File: src/hdl/tcu_pkg.sv
package tcu_pkg;
   localparam logic [7:0] TCU_BOTTOM = 8'h00;
   localparam logic [7:0] TCU_MAX = 8'hFF;
   localparam logic [7:0] TCU_ONE = 8'h01;
   // register byte addresses
   localparam logic [11:0] TCU_ADDR_CTRL = 12'h000;
   localparam logic [11:0] TCU_ADDR_COUNT = 12'h004;
   localparam logic [11:0] TCU_ADDR_CMP = 12'h008;
   localparam logic [11:0] TCU_ADDR_FLAGS = 12'h00C;
   localparam logic [11:0] TCU_ADDR_IRQ = 12'h010;
   localparam logic [11:0] TCU_ADDR_PORT = 12'h014;
   // control register fields
   localparam int TCU_CS_LSB = 0;
   localparam int TCU_WGM_LSB = 3;
   localparam int TCU_COM_LSB = 5;
   localparam int TCU_FOC_BIT = 7;
   // flag register fields
   localparam int TCU_OVF_BIT = 0;
   localparam int TCU_CMF_BIT = 1;
   // irq register fields
   localparam int TCU_CIE_BIT = 0;
   localparam int TCU_OIE_BIT = 1;
   localparam int TCU_GIE_BIT = 2;
   localparam int TCU_CACK_BIT = 3;
   localparam int TCU_OACK_BIT = 4;
   // port register fields
   localparam int TCU_PVAL_BIT = 0;
   localparam int TCU_DIR_BIT = 1;
   localparam logic [2:0] TCU_CS_STOP = 3'h0;
   localparam logic [1:0] TCU_COM_NONE = 2'h0;
   localparam logic [1:0] TCU_COM_TOGGLE = 2'h1;
   localparam logic [1:0] TCU_COM_CLEAR = 2'h2;
   localparam logic [1:0] TCU_COM_SET = 2'h3;

   typedef enum logic [1:0] {
      TCU_WGM_NORMAL = 2'b00,
      TCU_WGM_PC_PWM = 2'b01,
      TCU_WGM_CTC = 2'b10,
      TCU_WGM_FAST_PWM = 2'b11
   } tcu_wgm_t;

   typedef struct packed {
      logic [11:0] paddr;
      logic pwrite;
      logic [31:0] pwdata;
   } tcu_apb_req_t;
endpackage

File: src/hdl/tcu_timer.sv
// Behaviour
// (RULE1) clock source select zero stops the timer: no count, no clear.
// (RULE2) each timer tick clears, increments or decrements the counter per mode.
// (RULE3) software reads and writes the counter at any time.
// (RULE4) a counter write beats a simultaneous count or clear.
// (RULE5) the two waveform mode bits in the control register pick the sequence.
// (RULE6) overflow flag set per mode and offered as an interrupt source.
// (RULE7) counter and compare value compared continuously; equal means match.
// (RULE8) compare match flag set one timer tick after the match.
// (RULE9) compare irq needs enable and global flag; servicing clears the flag.
// (RULE10) writing one to the compare match flag clears it.
// (RULE11) PWM modes double buffer compare value, update at top or bottom.
// (RULE12) compare accesses reach buffer when buffered, else the active register.
// (RULE13) force strobe in non-PWM modes acts like a match without flag or clear.
// (RULE14) a counter write blocks compare matches in the next timer tick.
// (RULE15) compare output state holds across waveform mode changes.
// (RULE16) output action bits are not buffered and apply at the next match.
// (RULE17) reset clears the compare output state to zero.
// (RULE18) nonzero output action mode routes compare output to the pin.
// (RULE19) the pin override ignores the waveform mode.
// (RULE20) output action mode zero leaves compare output unchanged on match.
// (RULE21) software should avoid writing counter equal to compare value.
// (RULE22) software should set compare output before making the pin an output.
// (RULE23) bottom is 0x00, max is 0xFF, top is max or compare value.
// (RULE24) waveform modes: 0 normal, 1 phase correct, 2 ctc, 3 fast pwm.
module tcu_timer
   import tcu_pkg::*;
(
   input wire logic clk_sys,
   input wire logic arst_n,
   input wire logic timer_tick,
   input wire logic psel,
   input wire logic penable,
   input wire logic pwrite,
   input wire logic [11:0] paddr,
   input wire logic [31:0] pwdata,
   output logic [31:0] prdata,
   output logic pready,
   output logic pslverr,
   output logic compare_irq,
   output logic overflow_irq,
   output logic pin_out,
   output logic pin_oe_n
);
   logic rst_meta_r, rst_n_r;
   tcu_apb_req_t req;
   logic [2:0] clock_source_select_r;
   tcu_wgm_t waveform_mode_r;
   logic [1:0] output_action_mode_r;
   logic [7:0] counter_value_r, compare_value_r, compare_buf_r;
   logic overflow_flag_r, compare_match_flag_r, match_pending_r, block_r;
   logic compare_output_r, compare_irq_enable_r, ovf_irq_enable_r, global_irq_r;
   logic port_value_r, output_pin_direction_bit_r, dir_down_r;
   logic wr, rd, tick, is_pwm, match, force_cmp, cnt_wr, cmp_wr, ctrl_wr;
   logic flag_wr, irq_wr, port_wr, at_top, at_bottom, ovf_set, upd_cmp, unmapped;
   logic [7:0] cnt_nxt;
   logic oc_nxt, dir_nxt;
   logic [1:0] com_eff;

   function automatic logic addr_hit(input logic [11:0] a, input logic [11:0] b);
      addr_hit = (a == b);
   endfunction

   // reset release through two flops; the async edge only clears
   always_ff @(posedge clk_sys or negedge arst_n) begin
      if (!arst_n) begin
         rst_meta_r <= 1'b0;
         rst_n_r <= 1'b0;
      end else begin
         rst_meta_r <= 1'b1;
         rst_n_r <= rst_meta_r;
      end
   end

   assign req = '{paddr: paddr, pwrite: pwrite, pwdata: pwdata};
   // zero wait states: every access completes in its first access cycle
   assign wr = psel && penable && req.pwrite;
   assign rd = psel && penable && !req.pwrite;
   assign ctrl_wr = wr && addr_hit(req.paddr, TCU_ADDR_CTRL);
   assign cnt_wr = wr && addr_hit(req.paddr, TCU_ADDR_COUNT);
   assign cmp_wr = wr && addr_hit(req.paddr, TCU_ADDR_CMP);
   assign flag_wr = wr && addr_hit(req.paddr, TCU_ADDR_FLAGS);
   assign irq_wr = wr && addr_hit(req.paddr, TCU_ADDR_IRQ);
   assign port_wr = wr && addr_hit(req.paddr, TCU_ADDR_PORT);
   assign unmapped = !(addr_hit(req.paddr, TCU_ADDR_CTRL) || addr_hit(req.paddr, TCU_ADDR_COUNT)
      || addr_hit(req.paddr, TCU_ADDR_CMP) || addr_hit(req.paddr, TCU_ADDR_FLAGS)
      || addr_hit(req.paddr, TCU_ADDR_IRQ) || addr_hit(req.paddr, TCU_ADDR_PORT));

   assign tick = timer_tick && (clock_source_select_r != TCU_CS_STOP); // RULE1
   assign is_pwm = (waveform_mode_r == TCU_WGM_PC_PWM) || (waveform_mode_r == TCU_WGM_FAST_PWM);
   assign match = (counter_value_r == compare_value_r); // RULE7
   assign force_cmp = ctrl_wr && req.pwdata[TCU_FOC_BIT] && !is_pwm; // RULE13
   assign at_bottom = (counter_value_r == TCU_BOTTOM); // RULE23
   assign at_top = (waveform_mode_r == TCU_WGM_CTC) ? match : (counter_value_r == TCU_MAX);

   // counting sequence per mode
   always_comb begin
      cnt_nxt = counter_value_r;
      dir_nxt = dir_down_r;
      ovf_set = 1'b0;
      upd_cmp = 1'b0;
      case (waveform_mode_r) // RULE5 RULE24
         TCU_WGM_NORMAL: begin
            cnt_nxt = counter_value_r + TCU_ONE; // RULE2
            ovf_set = (counter_value_r == TCU_MAX); // RULE6
         end
         TCU_WGM_CTC: begin
            if (match) begin
               cnt_nxt = TCU_BOTTOM; // RULE2
            end else begin
               cnt_nxt = counter_value_r + TCU_ONE;
            end
            ovf_set = (counter_value_r == TCU_MAX);
         end
         TCU_WGM_FAST_PWM: begin
            cnt_nxt = counter_value_r + TCU_ONE;
            ovf_set = (counter_value_r == TCU_MAX);
            upd_cmp = (counter_value_r == TCU_MAX); // RULE11
         end
         TCU_WGM_PC_PWM: begin
            if (at_top) begin
               dir_nxt = 1'b1;
               upd_cmp = 1'b1; // RULE11
            end else if (at_bottom) begin
               dir_nxt = 1'b0;
            end
            if (at_top || (dir_down_r && !at_bottom)) begin
               cnt_nxt = counter_value_r - TCU_ONE; // RULE2
            end else begin
               cnt_nxt = counter_value_r + TCU_ONE;
            end
            ovf_set = at_bottom && dir_down_r;
         end
         default: begin
            cnt_nxt = counter_value_r;
         end
      endcase
   end

   always_ff @(posedge clk_sys or negedge rst_n_r) begin
      if (!rst_n_r) begin
         counter_value_r <= TCU_BOTTOM;
         dir_down_r <= 1'b0;
      end else if (cnt_wr) begin
         counter_value_r <= req.pwdata[7:0]; // RULE3 RULE4
      end else if (tick) begin
         counter_value_r <= cnt_nxt;
         dir_down_r <= dir_nxt;
      end
   end

   // block stays armed until the next timer tick, even if stopped
   always_ff @(posedge clk_sys or negedge rst_n_r) begin
      if (!rst_n_r) begin
         block_r <= 1'b0;
      end else if (cnt_wr) begin
         block_r <= 1'b1; // RULE14
      end else if (tick) begin
         block_r <= 1'b0;
      end
   end

   // match seen on one tick sets the flag on the following tick
   always_ff @(posedge clk_sys or negedge rst_n_r) begin
      if (!rst_n_r) begin
         match_pending_r <= 1'b0;
      end else if (tick) begin
         match_pending_r <= match && !block_r && !cnt_wr; // RULE8 RULE14
      end
   end

   always_ff @(posedge clk_sys or negedge rst_n_r) begin
      if (!rst_n_r) begin
         clock_source_select_r <= TCU_CS_STOP;
         waveform_mode_r <= TCU_WGM_NORMAL;
         output_action_mode_r <= TCU_COM_NONE;
      end else if (ctrl_wr) begin
         clock_source_select_r <= req.pwdata[TCU_CS_LSB +: 3];
         waveform_mode_r <= tcu_wgm_t'(req.pwdata[TCU_WGM_LSB +: 2]);
         output_action_mode_r <= req.pwdata[TCU_COM_LSB +: 2]; // RULE16
      end
   end

   always_ff @(posedge clk_sys or negedge rst_n_r) begin
      if (!rst_n_r) begin
         compare_value_r <= TCU_BOTTOM;
         compare_buf_r <= TCU_BOTTOM;
      end else begin
         if (cmp_wr) begin
            compare_buf_r <= req.pwdata[7:0]; // RULE12
         end
         if (cmp_wr && !is_pwm) begin
            compare_value_r <= req.pwdata[7:0]; // RULE11 RULE12
         end else if (is_pwm && tick && upd_cmp && !cnt_wr) begin
            compare_value_r <= compare_buf_r; // RULE11
         end
      end
   end

   // a control write's action bits apply at once, so a force in that same write uses them
   assign com_eff = ctrl_wr ? req.pwdata[TCU_COM_LSB +: 2] : output_action_mode_r; // RULE16

   // compare output state; fast/phase pwm actions kept simple: match sets or clears
   always_comb begin
      oc_nxt = compare_output_r;
      case (com_eff) // RULE20
         TCU_COM_TOGGLE: oc_nxt = is_pwm ? compare_output_r : !compare_output_r;
         TCU_COM_CLEAR: oc_nxt = (waveform_mode_r == TCU_WGM_PC_PWM) ? dir_down_r : 1'b0;
         TCU_COM_SET: oc_nxt = (waveform_mode_r == TCU_WGM_PC_PWM) ? !dir_down_r : 1'b1;
         default: oc_nxt = compare_output_r;
      endcase
   end

   always_ff @(posedge clk_sys or negedge rst_n_r) begin
      if (!rst_n_r) begin
         compare_output_r <= 1'b0; // RULE17
      end else if (force_cmp) begin
         compare_output_r <= oc_nxt; // RULE13
      end else if (tick && !cnt_wr && match && !block_r) begin
         compare_output_r <= oc_nxt; // RULE15 RULE16
      end else if (tick && !cnt_wr && waveform_mode_r == TCU_WGM_FAST_PWM
                   && counter_value_r == TCU_MAX && output_action_mode_r[1]) begin
         compare_output_r <= !output_action_mode_r[0];
      end
   end

   // set wins over a software or service clear
   always_ff @(posedge clk_sys or negedge rst_n_r) begin
      if (!rst_n_r) begin
         compare_match_flag_r <= 1'b0;
         overflow_flag_r <= 1'b0;
      end else begin
         if (tick && match_pending_r) begin
            compare_match_flag_r <= 1'b1; // RULE8
         end else if ((flag_wr && req.pwdata[TCU_CMF_BIT])
                      || (irq_wr && req.pwdata[TCU_CACK_BIT])) begin
            compare_match_flag_r <= 1'b0; // RULE9 RULE10
         end
         if (tick && !cnt_wr && ovf_set) begin
            overflow_flag_r <= 1'b1; // RULE6
         end else if ((flag_wr && req.pwdata[TCU_OVF_BIT])
                      || (irq_wr && req.pwdata[TCU_OACK_BIT])) begin
            overflow_flag_r <= 1'b0;
         end
      end
   end

   always_ff @(posedge clk_sys or negedge rst_n_r) begin
      if (!rst_n_r) begin
         compare_irq_enable_r <= 1'b0;
         ovf_irq_enable_r <= 1'b0;
         global_irq_r <= 1'b0;
         port_value_r <= 1'b0;
         output_pin_direction_bit_r <= 1'b0;
      end else begin
         if (irq_wr) begin
            compare_irq_enable_r <= req.pwdata[TCU_CIE_BIT];
            ovf_irq_enable_r <= req.pwdata[TCU_OIE_BIT];
            global_irq_r <= req.pwdata[TCU_GIE_BIT];
         end
         if (port_wr) begin
            port_value_r <= req.pwdata[TCU_PVAL_BIT];
            output_pin_direction_bit_r <= req.pwdata[TCU_DIR_BIT];
         end
      end
   end

   // outputs registered; they lag their sources by one clock
   always_ff @(posedge clk_sys or negedge rst_n_r) begin
      if (!rst_n_r) begin
         compare_irq <= 1'b0;
         overflow_irq <= 1'b0;
         pin_out <= 1'b0;
         pin_oe_n <= 1'b1;
      end else begin
         compare_irq <= compare_match_flag_r && compare_irq_enable_r && global_irq_r; // RULE9
         overflow_irq <= overflow_flag_r && ovf_irq_enable_r && global_irq_r; // RULE6
         pin_out <= (output_action_mode_r != TCU_COM_NONE) ? compare_output_r
                    : port_value_r; // RULE18 RULE19
         pin_oe_n <= !output_pin_direction_bit_r; // RULE18
      end
   end

   always_ff @(posedge clk_sys or negedge rst_n_r) begin
      if (!rst_n_r) begin
         prdata <= 32'h00000000;
         pready <= 1'b0;
         pslverr <= 1'b0;
      end else begin
         pready <= psel && !penable;
         pslverr <= psel && !penable && unmapped;
         prdata <= 32'h00000000;
         if (psel && !penable && !req.pwrite) begin
            case (req.paddr)
               TCU_ADDR_CTRL: prdata <= {24'h000000, 1'b0, output_action_mode_r,
                                         waveform_mode_r, clock_source_select_r};
               TCU_ADDR_COUNT: prdata <= {24'h000000, counter_value_r}; // RULE3
               TCU_ADDR_CMP: prdata <= {24'h000000,
                                        is_pwm ? compare_buf_r : compare_value_r}; // RULE12
               TCU_ADDR_FLAGS: prdata <= {30'h00000000, compare_match_flag_r, overflow_flag_r};
               TCU_ADDR_IRQ: prdata <= {29'h00000000, global_irq_r, ovf_irq_enable_r,
                                        compare_irq_enable_r};
               TCU_ADDR_PORT: prdata <= {30'h00000000, output_pin_direction_bit_r,
                                         port_value_r};
               default: prdata <= 32'h00000000;
            endcase
         end
      end
   end
endmodule

File: config.mk
export PLATFORM = sky130hd
export DESIGN_NAME = tcu_timer
export DESIGN_NICKNAME = d
export VERILOG_FILES = /design/src/hdl/tcu_pkg.sv /design/src/hdl/tcu_timer.sv
export SDC_FILE = /design/constraint.sdc
export NUM_CORES = 1
export LEC_CHECK = 0
export BUFFER_PORTS_ARGS = -buffer_cell sky130_fd_sc_hd__buf_2
export CORE_MARGIN = 3
export CORE_UTILIZATION = 30
export DETAILED_ROUTE_END_ITERATION = 8
export PLACE_DENSITY = 0.47
export SETUP_SLACK_MARGIN = 0.02
export SYNTH_ARGS = -nofsm -noshare
export SYNTH_HDL_FRONTEND = slang
export SYNTH_SLANG_ARGS = --single-unit
File: constraint.sdc
create_clock -name clk_sys -period 4.6 [get_ports clk_sys]
set_input_delay 0.46 -clock clk_sys [delete_from_list [all_inputs] [get_ports clk_sys]]
set_output_delay 0.46 -clock clk_sys [all_outputs]
set_load 0.01 [all_outputs]
After elaboration in Yosys (flattened, before gate mapping) --
Cells that the tools add are included.
Storage, ports and cells: register bits after elaboration 82, output and inout port bits 38
Cells by class: $add $sub $neg 2, equality and inequality tests 13, multiplexer cells 31, bitwise gates (word level) 1, reduce and logical (&&, ||, !) cells 72
Operators by type and width (count):
- two-way mux 8 bit | 7
- one-hot mux 8 bit (6 select lines) | 1
- logical AND 1 bit | 38
- two-way mux 32 bit | 1
- == test 12 x 4 -> 1 bit, second input constant | 2
- == test 12 x 5 -> 1 bit, second input constant | 2
- one-hot mux 8 bit (3 select lines) | 1
- two-way mux 1 bit | 17
- == test 12 x 3 -> 1 bit, second input constant | 1
- logical NOT 12 bit | 1
- nonzero test 2 bit | 6
- logical NOT 1 bit | 11
- logical OR 1 bit | 9
- adder 8 x 1 -> 8 bit, second input constant | 1
- == test 2 bit, second input constant | 4
- == test 8 bit | 1
- == test 8 bit, second input constant | 1
- logical NOT 8 bit | 1
- subtractor 8 x 1 -> 8 bit, second input constant | 1
- nonzero test 3 bit | 2
- == test 2 x 1 -> 1 bit, second input constant | 2
- one-hot mux 1 bit (2 select lines) | 2
- AND reduction 4 bit | 1
- one-hot mux 1 bit (3 select lines) | 1
- other kinds (5) | 5

Logic depth before layout (Yosys ltp) --
word-level depth 11, gate-level depth with buffers 10, depth with buffers taken out 9

Least setup slack after synthesis --
Ideal clock, no wire load.
path type input port to flip-flop, start in paddr[9], end reg counter_value_r[3], library setup time 0.120 ns, arrival 1.943 ns, data required time 4.480 ns, path slack 2.537 ns, stages on the path 7, buffers on the path 0, cells stage by stage nor4_4 -> nand3_2 -> or3_1 -> mux2i_1 -> nor4_1 -> o21ai_0 -> and3_1
Between the ends: longest elaborated chain between the ends 3, elaborated cells on any way between the ends 4
Ends and longest elaborated chain:
- start, declared | line tcu_timer.sv:35 | input wire logic [11:0] paddr,
- == test 12 x 3 -> 1 bit * | line tcu_timer.sv:61 | addr_hit = (a == b);
- logical AND 1 bit * | line tcu_timer.sv:80 | assign cnt_wr = wr && addr_hit(req.paddr, TCU_ADDR_COUNT);
- two-way mux 8 bit / nonzero test 2 bit (equally long branches)
- end signal, assigned | line tcu_timer.sv:145 | counter_value_r <= req.pwdata[7:0];
- end signal, assigned | line tcu_timer.sv:147 | counter_value_r <= cnt_nxt;
- end, declared | line tcu_timer.sv:50 | logic [7:0] counter_value_r, compare_value_r, compare_buf_r;
Mark *: on every way between the ends. The rest lies on a longest branch, timed or not. A chain may end at the register's enable or synchronous reset.

Worst setup path after layout --
start reg counter_value_r[2], end reg compare_value_r[6]
Between the ends: longest elaborated chain between the ends 7, elaborated cells on any way between the ends 8
Ends and longest elaborated chain:
- == test 8 bit (on tied branches) | line tcu_timer.sv:94, tcu_timer.sv:118, tcu_timer.sv:91
- two-way mux 1 bit | line tcu_timer.sv:94 | assign at_top = (waveform_mode_r == TCU_WGM_CTC) ? match : (counter_value_r == TCU_MAX);
- two-way mux 1 bit | line tcu_timer.sv:121 | if (at_top) begin
- one-hot mux 1 bit (2 select lines) * | line tcu_timer.sv:102 | case (waveform_mode_r)
- logical AND 1 bit * (2 in a row) | line tcu_timer.sv:194 | end else if (is_pwm && tick && upd_cmp && !cnt_wr) begin
- nonzero test 2 bit (no source line) *
- end signal, assigned | line tcu_timer.sv:193 | compare_value_r <= req.pwdata[7:0];
- end signal, assigned | line tcu_timer.sv:195 | compare_value_r <= compare_buf_r;
- end, declared | line tcu_timer.sv:50
Marked as above.

==> flow_summary.rst <==
.. list-table::
   :header-rows: 1

   * - Metric
     - Value
   * - CTS tree
     - built
   * - WL per Instance
     - ~17 um
   * - Via count of the first global-routing pass
     - roughly 3.1k
   * - Overall routing resource usage
     - 16.18%
   * - Launch point of the critical path
     - counter_value_r[2]$_DFFE_PN0P_
   * - Number of H-tree levels
     - 3
   * - Detailed-route via count
     - ~3.2k
   * - Proportion of synthesized chip area in sequential cells
     - 37.79%
   * - Area inside the core boundary
     - around 12000 um^2
   * - Cell family contributing the most delay on the critical path
     - compound AO/OA/AOI/OAI gates
   * - RR Endpoint
     - compare_value_r[6]$_DFFE_PN0P_
   * - Critical Path End
     - compare_value_r[6]$_DFFE_PN0P_
   * - Layout area overhead
     - 14.55%
   * - Resized Gates After CTS
     - 0
   * - Commonest cells after routing, fill and taps aside
     - sky130_fd_sc_hd__nand2_1 (59), sky130_fd_sc_hd__dfrtp_1 (56), sky130_fd_sc_hd__buf_2 (39)
   * - Clock input transition at the sequential cells of the worst setup and hold paths
     - about 0.050 ns
   * - Global route total overflow
     - 0
   * - FF-to-FF path depth
     - 7
   * - Synth warnings
     - 0
   * - Worst hold-check path type
     - flop to flop
   * - # nets final
     - ~500
   * - Critical path peak fanout
     - 16
   * - Count of final hold-check violations
     - 0
   * - Setup Slack @ Placement
     - slightly below 2 ns
   * - Crit-path most repeated cell
     - sky130_fd_sc_hd__o21a_1
   * - Initial antenna violation count
     - 0
   * - Most common library cell in the layout ignoring fill and taps
     - sky130_fd_sc_hd__nand2_1
   * - Vias per cell
     - around 5
   * - Setup slack, reg-to-reg
     - between 1.5 and 2 ns
   * - Remaining design rule violation count
     - 0
   * - Final WL
     - between 10000 and 15000 um
   * - Clock Tree Root
     - sky130_fd_sc_hd__clkbuf_16
   * - Final number of max-transition violations
     - 0
   * - Crit path DAT
     - 2.90 ns
   * - Number of buffers inserted by hold repair at cts
     - 1
   * - Measured slew at the worst slew-check pin
     - ~0.72 ns
   * - Cell Rows
     - 40
   * - Cell variety after synth
     - 69
   * - Leakage power total
     - between 0.002 and 0.0025 uW
   * - Drt first pass iters
     - 4
   * - Antenna Cells
     - 0
   * - Final sum of negative setup slack
     - 0 ns
   * - Tcrit/Tclk final
     - approximately 58%
   * - Bufs and invs on worst path
     - 0
   * - Slowest-stage cell, CP
     - sky130_fd_sc_hd__dfrtp_1
   * - Critical Path, Cell by Cell
     - xnor2_1 -> nand4_1 -> nor3_4 -> o21a_1 -> o21a_1 -> nor3_2 -> a211oi_2
   * - Kind of start point of the critical path
     - flop
   * - Worst Path Required
     - roughly 4.9 ns
   * - Maximum number of pins on one net before global-route repair
     - 57
   * - Unrepaired setup endpoints after global routing
     - false
   * - Number of enable-type register cells in the synthesized netlist
     - 0
   * - Io pins
     - 88
   * - Initial core utilization
     - approximately a third
   * - Hpwl dp
     - 8111 um
   * - Outcome
     - finished, final reports clean
   * - Slowest Stage Delay on Critical Path
     - about 0.8 ns
   * - Post-synth top flop
     - sky130_fd_sc_hd__dfrtp_1
   * - Setup WS post-layout
     - a little under 2 ns
   * - Horizontal extent of the die
     - between 100 and 150 um
   * - Total power divided by cell area
     - roughly 300 nW/um^2
   * - Final Critical Period
     - between 2 and 3 ns
   * - Power consumption
     - roughly 1300 uW
   * - Critical R2R Launch
     - counter_value_r[2]$_DFFE_PN0P_
   * - Latest clock arrival within the worst-skew pair
     - between 0.3 and 0.4 ns
   * - Sink Count
     - just under 60
   * - Area of all sequential standard cells
     - ~1500 um^2
   * - Worst Skew
     - 0.008262 ns
   * - Synthesized cell area
     - 3844 um^2
   * - Async set-reset flop share out of synthesis
     - between 90% and 100%
   * - Worst path depth
     - 7
   * - Post-synthesis cell count
     - 424
   * - Headroom to the max-slew limit
     - 51.88%
   * - Number of post-CTS setup repair buffers
     - 0
   * - Setup violation total in the final timing report
     - 0
   * - Cts bufs inserted
     - 9
   * - Drt initial violations
     - 249
   * - First-pass GRT wire length
     - between 15000 and 20000 um
   * - Clk buf depth
     - 2
   * - Die height
     - about 120 um
   * - RePlAce Congestion
     - ~0.85
   * - Area of combinational cells with multiple inputs
     - between 2000 and 2500 um^2
   * - Filler cells
     - 1304
   * - Fmax
     - roughly 380 MHz
   * - Number of I/O port buffers
     - 39
   * - Type of the worst setup path
     - flop to flop
   * - Largest voltage drop on the vdd net
     - approximately 150 uV
   * - Kind of capture point of the worst setup path
     - flop
   * - Share of final-layout standard cells stronger than drive strength 1
     - approximately 20%
   * - Max-capacitance violation count
     - 0
   * - Floorplan die area
     - roughly 14000 um^2
   * - Synthesized area per cell
     - 9.065 um^2
   * - Number of nets still failing antenna checks after routing
     - 0
   * - Flop and latch count out of synthesis
     - just under 60
## stage by stage
stage,cell area [um^2],hold slack [ns],std cells,util [%]
floorplan,3930,0.1644,447,-
global placement,4073,0.2451,612,33.21
detailed placement,4073,0.2494,612,33.21
CTS,4403,0.3383,629,35.91
global route,4403,0.3609,629,35.91
finish,4403,0.3455,629,35.91
## kinds of logic after synthesis
family | after synthesis | synth area share (%)
buffers and inverters | 61 | 9.017
xor gates and xnor gates | 14 | 3.190
muxes | 27 | 8.007
AOI/OAI and AO/OA | 85 | 15.79
other | 2 | 0.1954
and+or+nand+nor | 171 | 24.06
DFF | 58 | 37.79
adders and majority gates | 6 | 1.953
## cells in the mapped netlist (all sizes together) (4+ instances only)
cell type	instances	area, um^2
a21oi	15	75.07
nor3	21	157.7
buf	36	252.7
xnor2	11	96.34
and3	6	37.54
nor2	29	118.9
o21ai	24	120.1
nand2	59	221.5
mux2i	15	150.1
mux2	10	112.6
ha	6	75.07
or2	5	31.28
nand3	17	90.09
a22oi	7	87.58
clkbuf	9	33.78
o22a	4	35.03
dfrtp	57	1426
nand4	7	43.79
nor4	9	77.57
inv	16	60.06
o21a	4	30.03
## area by class of cell
type / instances / area share, %
Multi-Input combinational cell: 328 / 48.39
Tap cell: 168 / 4.774
Sequential cell: 58 / 33.02
Clock inverter: 5 / 1.762
Inverter: 16 / 1.364
Clock buffer: 11 / 5.513
Timing Repair Buffer: 43 / 5.172
## state kept, by name, summed over array words and instances, names as in the netlist, 2 cells and up
| name | cells |
|---|---|
| clock_source_select_r | 3 |
| compare_buf_r | 8 |
| compare_value_r | 8 |
| counter_value_r | 8 |
| output_action_mode_r | 2 |
| prdata | 8 |
| waveform_mode_r | 2 |
## worst min path at each step
stage	startpoint	endpoint	cells past startpoint
after floorplan	arst_n	rst_meta_r$_DFF_PN0_	0
after global placement	arst_n	rst_meta_r$_DFF_PN0_	1
after detailed placement	arst_n	rst_meta_r$_DFF_PN0_	1
after CTS	penable	pready$_DFF_PN0_	2
after global routing	rst_meta_r$_DFF_PN0_	rst_n_r$_DFF_PN0_	0
final	rst_meta_r$_DFF_PN0_	rst_n_r$_DFF_PN0_	0
## routing by layer
| metal | vias to the layer above | global-route usage [%] | part of all wire (%) | wire (um) |
|---|---|---|---|---|
| met4 | 0 | 3.910 | 1.2 | 133 |
| met5 | - | 0 | 0 | 0 |
| met2 | 81 | 24.51 | 46 | 5025 |
| li1 | 1521 | - | - | - |
| met3 | 11 | 3.941 | 5.9 | 648 |
| met1 | 1576 | 23.19 | 47 | 5191 |
## report_power, final
part | internal, uW | total, uW | leakage [uW] | switching, uW
clock | 486 | 718 | 0.000156 | 232
sequential | 516 | 523 | 0.000783 | 7.37
combinational | 30.9 | 100 | 0.00108 | 69.2
No activity file was read; power rests on OpenSTA's default activity.
